### src/core/rct_defines.vh
`ifndef RCT_DEFINES_VH
`define RCT_DEFINES_VH

// Register offsets on the two-wire serial interface
`define RCT_OFS_MAIN_CTRL 8'h00
`define RCT_OFS_IRQ_EN 8'h01
`define RCT_OFS_IRQ_FLAGS 8'h02
`define RCT_OFS_COUNT_LO 8'h18
`define RCT_OFS_COUNT_HI 8'h19

// Field positions in the main control register
`define RCT_BIT_RUN 1
`define RCT_BIT_RELOAD 2
`define RCT_BIT_SEL_LO 5
`define RCT_BIT_SEL_HI 6

// Field positions in the interrupt enable and flag registers
`define RCT_BIT_IRQ_EN 1
`define RCT_BIT_DONE 1

// Reset values
`define RCT_RST_SEL 2'h0
`define RCT_RST_COUNT 16'h0000
`define RCT_RST_BYTE 8'h00

// Tick select codes
`define RCT_SEL_32HZ 2'h0
`define RCT_SEL_8HZ 2'h1
`define RCT_SEL_1HZ 2'h2
`define RCT_SEL_HALF_HZ 2'h3

// Prescaler terminal masks over oscillator edges at 32768 Hz
`define RCT_DIV_32HZ 16'h03ff
`define RCT_DIV_8HZ 16'h0fff
`define RCT_DIV_1HZ 16'h7fff
`define RCT_DIV_HALF_HZ 16'hffff

// Default seven-bit device address on the serial bus (arbitrary value)
`define RCT_DEV_ADDR 7'h52

// Serial slave bit count per byte
`define RCT_BITS_PER_BYTE 4'h8

`endif

### src/core/rct_sync.v
`timescale 1ns/1ps
// Two-stage synchroniser, one stage pair per bit
module rct_sync #(
  parameter W = 1
) (
  input wire clk,
  input wire resetn,
  input wire [W-1:0] d_in,
  output wire [W-1:0] q_out
);
  genvar i;
  generate
    for (i = 0; i < W; i = i + 1) begin : g_bit
      // First stage feeds only the second stage
      reg meta_r;
      reg sync_r;
      always @(posedge clk) begin
        if (!resetn) begin
          meta_r <= 1'b1;
          sync_r <= 1'b1;
        end else begin
          meta_r <= d_in[i];
          sync_r <= meta_r;
        end
      end
      assign q_out[i] = sync_r;
    end
  endgenerate
endmodule

### src/core/rct_tick_div.v
`timescale 1ns/1ps
`include "rct_defines.vh"
// Divides the synchronised 32.768 kHz oscillator into countdown ticks
module rct_tick_div (
  input wire clk,
  input wire resetn,
  input wire osc_sync,
  input wire [1:0] sel,
  output reg tick
);
  reg osc_d_r;      // Delayed oscillator level for edge detection
  reg [15:0] div_r; // Free running oscillator edge counter
  reg [15:0] mask;  // Terminal mask for the chosen rate
  wire osc_edge;

  assign osc_edge = osc_sync & ~osc_d_r;

  // Rate select; a free running divider means the first tick after a
  // start may come early by up to one tick period, like a real prescaler
  always @* begin
    case (sel)
      `RCT_SEL_32HZ: mask = `RCT_DIV_32HZ;
      `RCT_SEL_8HZ: mask = `RCT_DIV_8HZ;
      `RCT_SEL_1HZ: mask = `RCT_DIV_1HZ;
      default: mask = `RCT_DIV_HALF_HZ;
    endcase
  end

  // Counter and one-cycle tick pulse
  always @(posedge clk) begin
    if (!resetn) begin
      // Matches the synchroniser's reset level, so no false edge follows reset
      osc_d_r <= 1'b1;
      div_r <= 16'h0000;
      tick <= 1'b0;
    end else begin
      osc_d_r <= osc_sync;
      tick <= 1'b0;
      if (osc_edge) begin
        div_r <= div_r + 16'h0001;
        tick <= ((div_r & mask) == mask);
      end
    end
  end
endmodule

### src/core/rct_timer.v
`timescale 1ns/1ps
`include "rct_defines.vh"
// Behaviour
// - Timer counts only while run bit set
// - Select field picks 32, 8, 1, 0.5 Hz
// - Sixteen-bit count from low and high registers
// - Zero count keeps timer from ever finishing
// - Reaching zero ends a countdown period
// - Auto-reload restarts the period automatically
// - Reload costs one extra tick per period
// - Period end sets done flag if enabled
// - Disabled interrupt enable blocks flag and interrupt
// - Interrupt output follows the done flag
// - Flag holds until software writes zero
// - Select and reload writable only when stopped
// - Count writable only when stopped, no reload
// - Reset clears run, reload, selects 32 Hz
// - Interrupt pin is active low open drain
// - Unused enable and flag bits read zero
module rct_timer #(
  parameter [6:0] DEV_ADDR = `RCT_DEV_ADDR
) (
  input wire clk,
  input wire resetn,
  input wire osc_32k,
  input wire scl_i,
  input wire sda_i,
  output reg sda_o,
  output reg sda_oe,
  output reg int_n_o,
  output reg int_n_oe
);
  // Serial slave states
  localparam [2:0] ST_IDLE = 3'd0;
  localparam [2:0] ST_ADDR = 3'd1;
  localparam [2:0] ST_AACK = 3'd2;
  localparam [2:0] ST_WRITE = 3'd3;
  localparam [2:0] ST_WACK = 3'd4;
  localparam [2:0] ST_READ = 3'd5;
  localparam [2:0] ST_RACK = 3'd6;

  // Synchronised pins
  wire [2:0] pins_sync;
  wire scl_s;
  wire sda_s;
  wire osc_s;
  reg scl_d_r;       // Previous scl level
  reg sda_d_r;       // Previous sda level
  wire scl_rise;
  wire scl_fall;
  wire start_det;
  wire stop_det;

  // Serial slave state
  reg [2:0] st_r;     // Slave state
  reg [3:0] bit_r;    // Bits seen in the current byte
  reg [7:0] sh_r;     // Shift register
  reg [7:0] ptr_r;    // Register pointer, auto-incrementing
  reg first_r;        // Next written byte is the pointer
  reg rd_r;           // Transfer direction is read
  reg mnack_r;        // Master refused the last read byte
  reg wr_stb_r;       // One-cycle register write strobe
  reg [7:0] wr_addr_r;
  reg [7:0] wr_data_r;
  reg [7:0] rd_data;  // Read mux output

  // Register state
  reg run_r;          // Timer run bit
  reg reload_r;       // Auto-reload bit
  reg [1:0] sel_r;    // Tick select field
  reg irq_en_r;       // Countdown interrupt enable
  reg done_flag_r;    // Countdown-done flag
  reg [15:0] load_r;  // Software-loaded count
  reg [15:0] cnt_r;   // Running count
  reg run_d_r;        // Run bit one cycle ago, for start detection
  reg done_nxt;       // Countdown reached zero this cycle
  reg flag_nxt;       // Next value of the done flag
  wire tick;
  wire wr_ctrl;
  wire wr_flags;

  rct_sync #(
    .W(3)
  ) u_sync (
    .clk(clk),
    .resetn(resetn),
    .d_in({osc_32k, sda_i, scl_i}),
    .q_out(pins_sync)
  );

  assign scl_s = pins_sync[0];
  assign sda_s = pins_sync[1];
  assign osc_s = pins_sync[2];

  rct_tick_div u_div (
    .clk(clk),
    .resetn(resetn),
    .osc_sync(osc_s),
    .sel(sel_r),
    .tick(tick)
  );

  // Bus edge and condition detection on synchronised levels only
  assign scl_rise = scl_s & ~scl_d_r;
  assign scl_fall = ~scl_s & scl_d_r;
  assign start_det = scl_s & scl_d_r & sda_d_r & ~sda_s;
  assign stop_det = scl_s & scl_d_r & ~sda_d_r & sda_s;

  // Read mux; unknown offsets read zero
  always @* begin
    rd_data = 8'h00;
    case (ptr_r)
      `RCT_OFS_MAIN_CTRL: begin
        rd_data[`RCT_BIT_RUN] = run_r;
        rd_data[`RCT_BIT_RELOAD] = reload_r;
        rd_data[`RCT_BIT_SEL_LO] = sel_r[0];
        rd_data[`RCT_BIT_SEL_HI] = sel_r[1];
      end
      `RCT_OFS_IRQ_EN: rd_data[`RCT_BIT_IRQ_EN] = irq_en_r;
      `RCT_OFS_IRQ_FLAGS: rd_data[`RCT_BIT_DONE] = done_flag_r;
      `RCT_OFS_COUNT_LO: rd_data = load_r[7:0];
      `RCT_OFS_COUNT_HI: rd_data = load_r[15:8];
      default: rd_data = 8'h00;
    endcase
  end

  // Serial slave: samples on scl rise, drives sda after scl fall
  always @(posedge clk) begin
    if (!resetn) begin
      scl_d_r <= 1'b1;
      sda_d_r <= 1'b1;
      st_r <= ST_IDLE;
      bit_r <= 4'h0;
      sh_r <= 8'h00;
      ptr_r <= 8'h00;
      first_r <= 1'b1;
      rd_r <= 1'b0;
      mnack_r <= 1'b0;
      wr_stb_r <= 1'b0;
      wr_addr_r <= 8'h00;
      wr_data_r <= 8'h00;
      sda_o <= 1'b0;
      sda_oe <= 1'b0;
    end else begin
      scl_d_r <= scl_s;
      sda_d_r <= sda_s;
      wr_stb_r <= 1'b0;
      sda_o <= 1'b0;
      if (start_det) begin
        // Start or repeated start: listen for the address
        st_r <= ST_ADDR;
        bit_r <= 4'h0;
        first_r <= 1'b1;
        sda_oe <= 1'b0;
      end else if (stop_det) begin
        st_r <= ST_IDLE;
        sda_oe <= 1'b0;
      end else begin
        case (st_r)
          ST_ADDR: begin
            if (scl_rise) begin
              sh_r <= {sh_r[6:0], sda_s};
              bit_r <= bit_r + 4'h1;
            end else if (scl_fall && bit_r == `RCT_BITS_PER_BYTE) begin
              bit_r <= 4'h0;
              if (sh_r[7:1] == DEV_ADDR) begin
                // Address match: acknowledge
                rd_r <= sh_r[0];
                sda_oe <= 1'b1;
                st_r <= ST_AACK;
              end else begin
                st_r <= ST_IDLE;
              end
            end
          end
          ST_AACK: begin
            if (scl_fall) begin
              bit_r <= 4'h0;
              if (rd_r) begin
                // Present the first read bit
                sh_r <= rd_data;
                sda_oe <= ~rd_data[7];
                st_r <= ST_READ;
              end else begin
                sda_oe <= 1'b0;
                st_r <= ST_WRITE;
              end
            end
          end
          ST_WRITE: begin
            if (scl_rise) begin
              sh_r <= {sh_r[6:0], sda_s};
              bit_r <= bit_r + 4'h1;
            end else if (scl_fall && bit_r == `RCT_BITS_PER_BYTE) begin
              bit_r <= 4'h0;
              sda_oe <= 1'b1;
              st_r <= ST_WACK;
              if (first_r) begin
                // First byte sets the pointer
                ptr_r <= sh_r;
                first_r <= 1'b0;
              end else begin
                wr_stb_r <= 1'b1;
                wr_addr_r <= ptr_r;
                wr_data_r <= sh_r;
                ptr_r <= ptr_r + 8'h01;
              end
            end
          end
          ST_WACK: begin
            if (scl_fall) begin
              sda_oe <= 1'b0;
              st_r <= ST_WRITE;
            end
          end
          ST_READ: begin
            if (scl_rise) begin
              bit_r <= bit_r + 4'h1;
            end else if (scl_fall) begin
              if (bit_r == `RCT_BITS_PER_BYTE) begin
                // Release sda for the master's acknowledge
                sda_oe <= 1'b0;
                ptr_r <= ptr_r + 8'h01;
                st_r <= ST_RACK;
              end else begin
                sh_r <= {sh_r[6:0], 1'b0};
                sda_oe <= ~sh_r[6];
              end
            end
          end
          ST_RACK: begin
            if (scl_rise) begin
              mnack_r <= sda_s;
            end else if (scl_fall) begin
              bit_r <= 4'h0;
              if (mnack_r) begin
                st_r <= ST_IDLE;
              end else begin
                sh_r <= rd_data;
                sda_oe <= ~rd_data[7];
                st_r <= ST_READ;
              end
            end
          end
          default: begin
            sda_oe <= 1'b0;
            st_r <= ST_IDLE;
          end
        endcase
      end
    end
  end

  assign wr_ctrl = wr_stb_r && (wr_addr_r == `RCT_OFS_MAIN_CTRL);
  assign wr_flags = wr_stb_r && (wr_addr_r == `RCT_OFS_IRQ_FLAGS);

  // Countdown step and flag next value
  always @* begin
    done_nxt = 1'b0;
    // The start cycle loads the count, so a stale count of one cannot end it
    if (run_r && run_d_r && tick && cnt_r == 16'h0001) begin
      done_nxt = 1'b1;
    end
    flag_nxt = done_flag_r;
    if (wr_flags && !wr_data_r[`RCT_BIT_DONE]) begin
      flag_nxt = 1'b0;
    end
    // A period end in the clearing cycle still sets the flag
    if (done_nxt && irq_en_r) begin
      flag_nxt = 1'b1;
    end
  end

  // Control registers, count and interrupt pin
  always @(posedge clk) begin
    if (!resetn) begin
      run_r <= 1'b0;
      reload_r <= 1'b0;
      sel_r <= `RCT_RST_SEL;
      irq_en_r <= 1'b0;
      done_flag_r <= 1'b0;
      load_r <= `RCT_RST_COUNT;
      cnt_r <= `RCT_RST_COUNT;
      run_d_r <= 1'b0;
      int_n_o <= 1'b0;
      int_n_oe <= 1'b0;
    end else begin
      run_d_r <= run_r;
      done_flag_r <= flag_nxt;
      // Pin only ever pulls low; released means pull-up idles it high
      int_n_o <= 1'b0;
      int_n_oe <= flag_nxt;
      if (wr_ctrl) begin
        run_r <= wr_data_r[`RCT_BIT_RUN];
        if (!run_r) begin
          // Rate and mode are locked while the timer runs
          reload_r <= wr_data_r[`RCT_BIT_RELOAD];
          sel_r <= {wr_data_r[`RCT_BIT_SEL_HI], wr_data_r[`RCT_BIT_SEL_LO]};
        end
      end
      if (wr_stb_r && wr_addr_r == `RCT_OFS_IRQ_EN) begin
        irq_en_r <= wr_data_r[`RCT_BIT_IRQ_EN];
      end
      // Count writes land only when stopped and not reloading
      if (wr_stb_r && !run_r && !reload_r) begin
        if (wr_addr_r == `RCT_OFS_COUNT_LO) begin
          load_r[7:0] <= wr_data_r;
        end
        if (wr_addr_r == `RCT_OFS_COUNT_HI) begin
          load_r[15:8] <= wr_data_r;
        end
      end
      if (run_r && !run_d_r) begin
        // Starting the timer takes the stored count
        cnt_r <= load_r;
      end else if (run_r && tick) begin
        if (cnt_r != 16'h0000) begin
          cnt_r <= cnt_r - 16'h0001;
        end else if (reload_r) begin
          // The reload uses up one tick of its own
          cnt_r <= load_r;
        end
      end
    end
  end
endmodule

### config.mk
export PLATFORM = sky130hd
export DESIGN_NAME = rct_timer
export DESIGN_NICKNAME = d
export VERILOG_FILES = /design/src/core/rct_sync.v /design/src/core/rct_tick_div.v /design/src/core/rct_timer.v
export VERILOG_INCLUDE_DIRS = /design/src /design/src/core
export SDC_FILE = /design/constraint.sdc
export NUM_CORES = 1
export LEC_CHECK = 0
export ABC_AREA = 1
export BUFFER_PORTS_ARGS = -buffer_cell sky130_fd_sc_hd__buf_2
export CAP_MARGIN = 20
export CORE_MARGIN = 2
export CORE_UTILIZATION = 60
export DETAILED_ROUTE_END_ITERATION = 8
export MAX_ROUTING_LAYER = met4
export PLACE_DENSITY = 0.76
export SLEW_MARGIN = 5
export SYNTH_ARGS = -nofsm -noshare
export SYNTH_HDL_FRONTEND = slang
export SYNTH_SLANG_ARGS = --single-unit
export TNS_END_PERCENT = 10
### constraint.sdc
create_clock -name clk -period 2.2 [get_ports clk]
set_clock_uncertainty 0.15 [all_clocks]
set_input_delay 0.11 -clock clk [delete_from_list [all_inputs] [get_ports clk]]
set_output_delay 0.11 -clock clk [all_outputs]
set_load 0.02 [all_outputs]
==> out/qor.csv <==
metric,value,unit
status,"complete, no violations",
Vias/cell,5.345,
worst hold path type,reg2reg,
initial core utilization,61.02,%
initial antenna violation count,0,
Clock Path Buffers,2,
Clock Sinks,109,
sequential area share after synthesis,37.10,%
Tmin final,2.000,ns
die area,10610,um2
Clock Latency Late Sink,0.39,ns
"Power, Total",4.572,mW
Max Cap Violations,0,
DR DRC count,0,
vias,5457,
Post-CTS Setup Inserts,0,
Gate Count Post-Synth,880,
Comb power frac,20.2,%
clock share of power,30.8,%
syn avg cell area,6.684,um2
port buffer count,6,
fillers,888,
Leak,2.597,nW
Switch Pwr,1.482,mW
Peak VDD IR,0.0006178,V
DRT antenna net count,0,
Worst EP required,2.34,ns
worst path cell trace,nand3_2 -> a21oi_2 -> nand2_1 -> nor2_4 -> inv_1 -> nor2_1 -> nor2_1,
Int Power,3.090,mW
number of DRC markers in iteration 0,336,
Flop pwr share,49.0,%
fraction of layout cells with a size suffix above 1,9.572,%
Critical Path Start Type,register,
pre-CTS WS,0.2412,ns
Synth-to-Final Area Change,6.403,%
"Top FF cell, synth",dfxtp_1,
synth top area cells,"dfxtp_1 37%, nand2_1 11%, o21ai_0 7.5%, nor2_1 7.0%, inv_1 6.9%",
"Clk pin slew, worst setup/hold paths",0.10,ns
Root Driver,clkbuf_8,
Post-Place Cells,1001,
CP max stage delay,0.67,ns
I/O pin count,9,
yosys warns,0,
"Hold Vio Cnt, Final",0,
total CTS buffers,9,
flip-flop and latch count after synthesis,109,
first-pass GRT wire length,22690,um
Final Hold Slack,0.2700,ns
pwr/cell area,730.6,nW/um2
post-route cell area,6259,um2
dpl hpwl,10020,um
die span in y,103.0,um
Critical Path Most Common Cell,nor2_1,
Layout Cells excl Fill,1021,
Tcrit/Tclk final,90.90,%
Avg WL per Cell,13.42,um
setup ws final,0.2001,ns
# setup viols final,0,
post-synth top area share,37.10,%
placed cell area,5986,um2
CP Capture Type,register,
slew margin rel.,64.91,%
Least-Margin Pin Slew,0.5257,ns
total track usage,27.99,%
worst-path fanout max,14,
cts hold-fix bufs,3,
Total Wirelength,13700,um
H-Tree Depth,3,
Synth cell types,40,
routability cong.,0.8953,
CTS tree,yes,
RSZ-0062 raised after global routing,no,
"Worst Path Class, Setup",reg2reg,
largest net degree at the start of global routing,54,
async set-or-reset flop fraction in the synthesized netlist,0,%
Synth Cell Area,5882,um2
die width,103.0,um
Fmax,500.0,MHz
Critical-path top delay cell,dfxtp_1,
# nets final,898,
largest area contributor in the netlist,dfxtp_1,
Post-CTS Resized,0,
Worst Path Arrival,2.14,ns
std cell rows,36,
fin. max-slew vios,0,
grt total ovfl,0,
setup_tns,0,ns
ANT cells,0,
drt pass-1 iters,5,
Post-synth EDFFs,0,
core region area,9639,um2
Finished Core Util,64.93,%
Sw Ratio,32.41,%
vias in the first global route,4919,
-- power groups by stage --
stage	Clock [mW]	Combinational, mW	Sequential, mW
floorplan	0	0.811	2.20
global placement	0	0.905	2.28
detailed placement	0	0.916	2.28
CTS	1.44	0.925	2.24
global route	1.52	1.06	2.26
finish	1.41	0.924	2.24
-- critical path: cells and delay by family (launching register included) --
kind	cells	cell delay [ns]
and+or+nand+nor	5	0.77
DFF	1	0.67
buffers and inverters	1	0.11
AOI/OAI and AO/OA	1	0.19
-- final timing paths --
path | startpoint | endpoint | slack (ns) | depth (start not counted)
max | st_r[1]$_SDFFE_PP0P_ | ptr_r[1]$_SDFFE_PN0P_ | 0.20 | 7
min | u_sync.g_bit[1].meta_r$_SDFF_PN1_ | u_sync.g_bit[1].sync_r$_SDFF_PN1_ | 0.27 | 1
max reg2reg | st_r[1]$_SDFFE_PP0P_ | ptr_r[1]$_SDFFE_PN0P_ | 0.20 | 7
min reg2reg | u_sync.g_bit[1].meta_r$_SDFF_PN1_ | u_sync.g_bit[1].sync_r$_SDFF_PN1_ | 0.27 | 1
-- routing by layer --
| layer | vias up | global-route usage (%) | routed length [um] |
|---|---|---|---|
| met1 | 2454 | 34.63 | 6269 |
| met2 | 133 | 44.56 | 6493 |
| met3 | 27 | 6.983 | 652 |
| met4 | 0 | 9.717 | 288 |
| li1 | 2843 | - | - |
| met5 | - | - | 0 |
-- kinds of logic (layout without fill, tap and decap cells) --
group | Yosys count | count (layout) | share of synthesized area (%)
AOI/OAI and AO/OA | 185 | 185 | 16.59
buffers and inverters | 143 | 150 | 10.21
other | 1 | 2 | 0.06376
and+or+nand+nor | 421 | 421 | 32.27
adders and majority gates | 10 | 10 | 2.127
DFF | 109 | 109 | 37.10
xor gates and xnor gates | 11 | 11 | 1.638
-- layout by cell type (no fill, tap or decap), drive strengths merged, types with 10 or more instances in the layout --
master  count
nand2     187
nor2      125
inv       116
dfxtp     109
o21ai     100
a21oi      78
nand3      76
buf        15
nand4      12
clkbuf     11
ha         10
nor3       10
-- cells in the mapped netlist, drive strengths merged (2+ instances only) --
master,instances
nor3,10
nand4,12
a21oi,78
nand3b,2
buf,13
or2,8
o21ai,100
nand2,187
dfxtp,109
o2111ai,2
o211ai,2
nand3,76
ha,10
nor2,125
inv,115
xnor2,8
xor2,3
clkbuf,15
-- sequential cells by signal, indices dropped and copies added (netlist names), 2 cells and up --
register             count
bit_r                    4
cnt_r                   16
load_r                  16
ptr_r                    8
sel_r                    2
sh_r                     8
st_r                     3
u_div.div_r             16
u_sync.g_bit.meta_r      3
u_sync.g_bit.sync_r      3
wr_addr_r                8
wr_data_r                8
-- final cells by class --
cell class              instances  area, um2  area share (%)
clock buffers                  11      151.4           2.419
well taps                     133      166.4           2.659
multi-input cells             629       3103           49.58
flip-flops and latches        109       2182           34.87
clock inverters                 5      81.33           1.299
repair buffers                 19      137.6           2.199
inverters                     115      436.7           6.977
(Power assumes the default switching activity.)
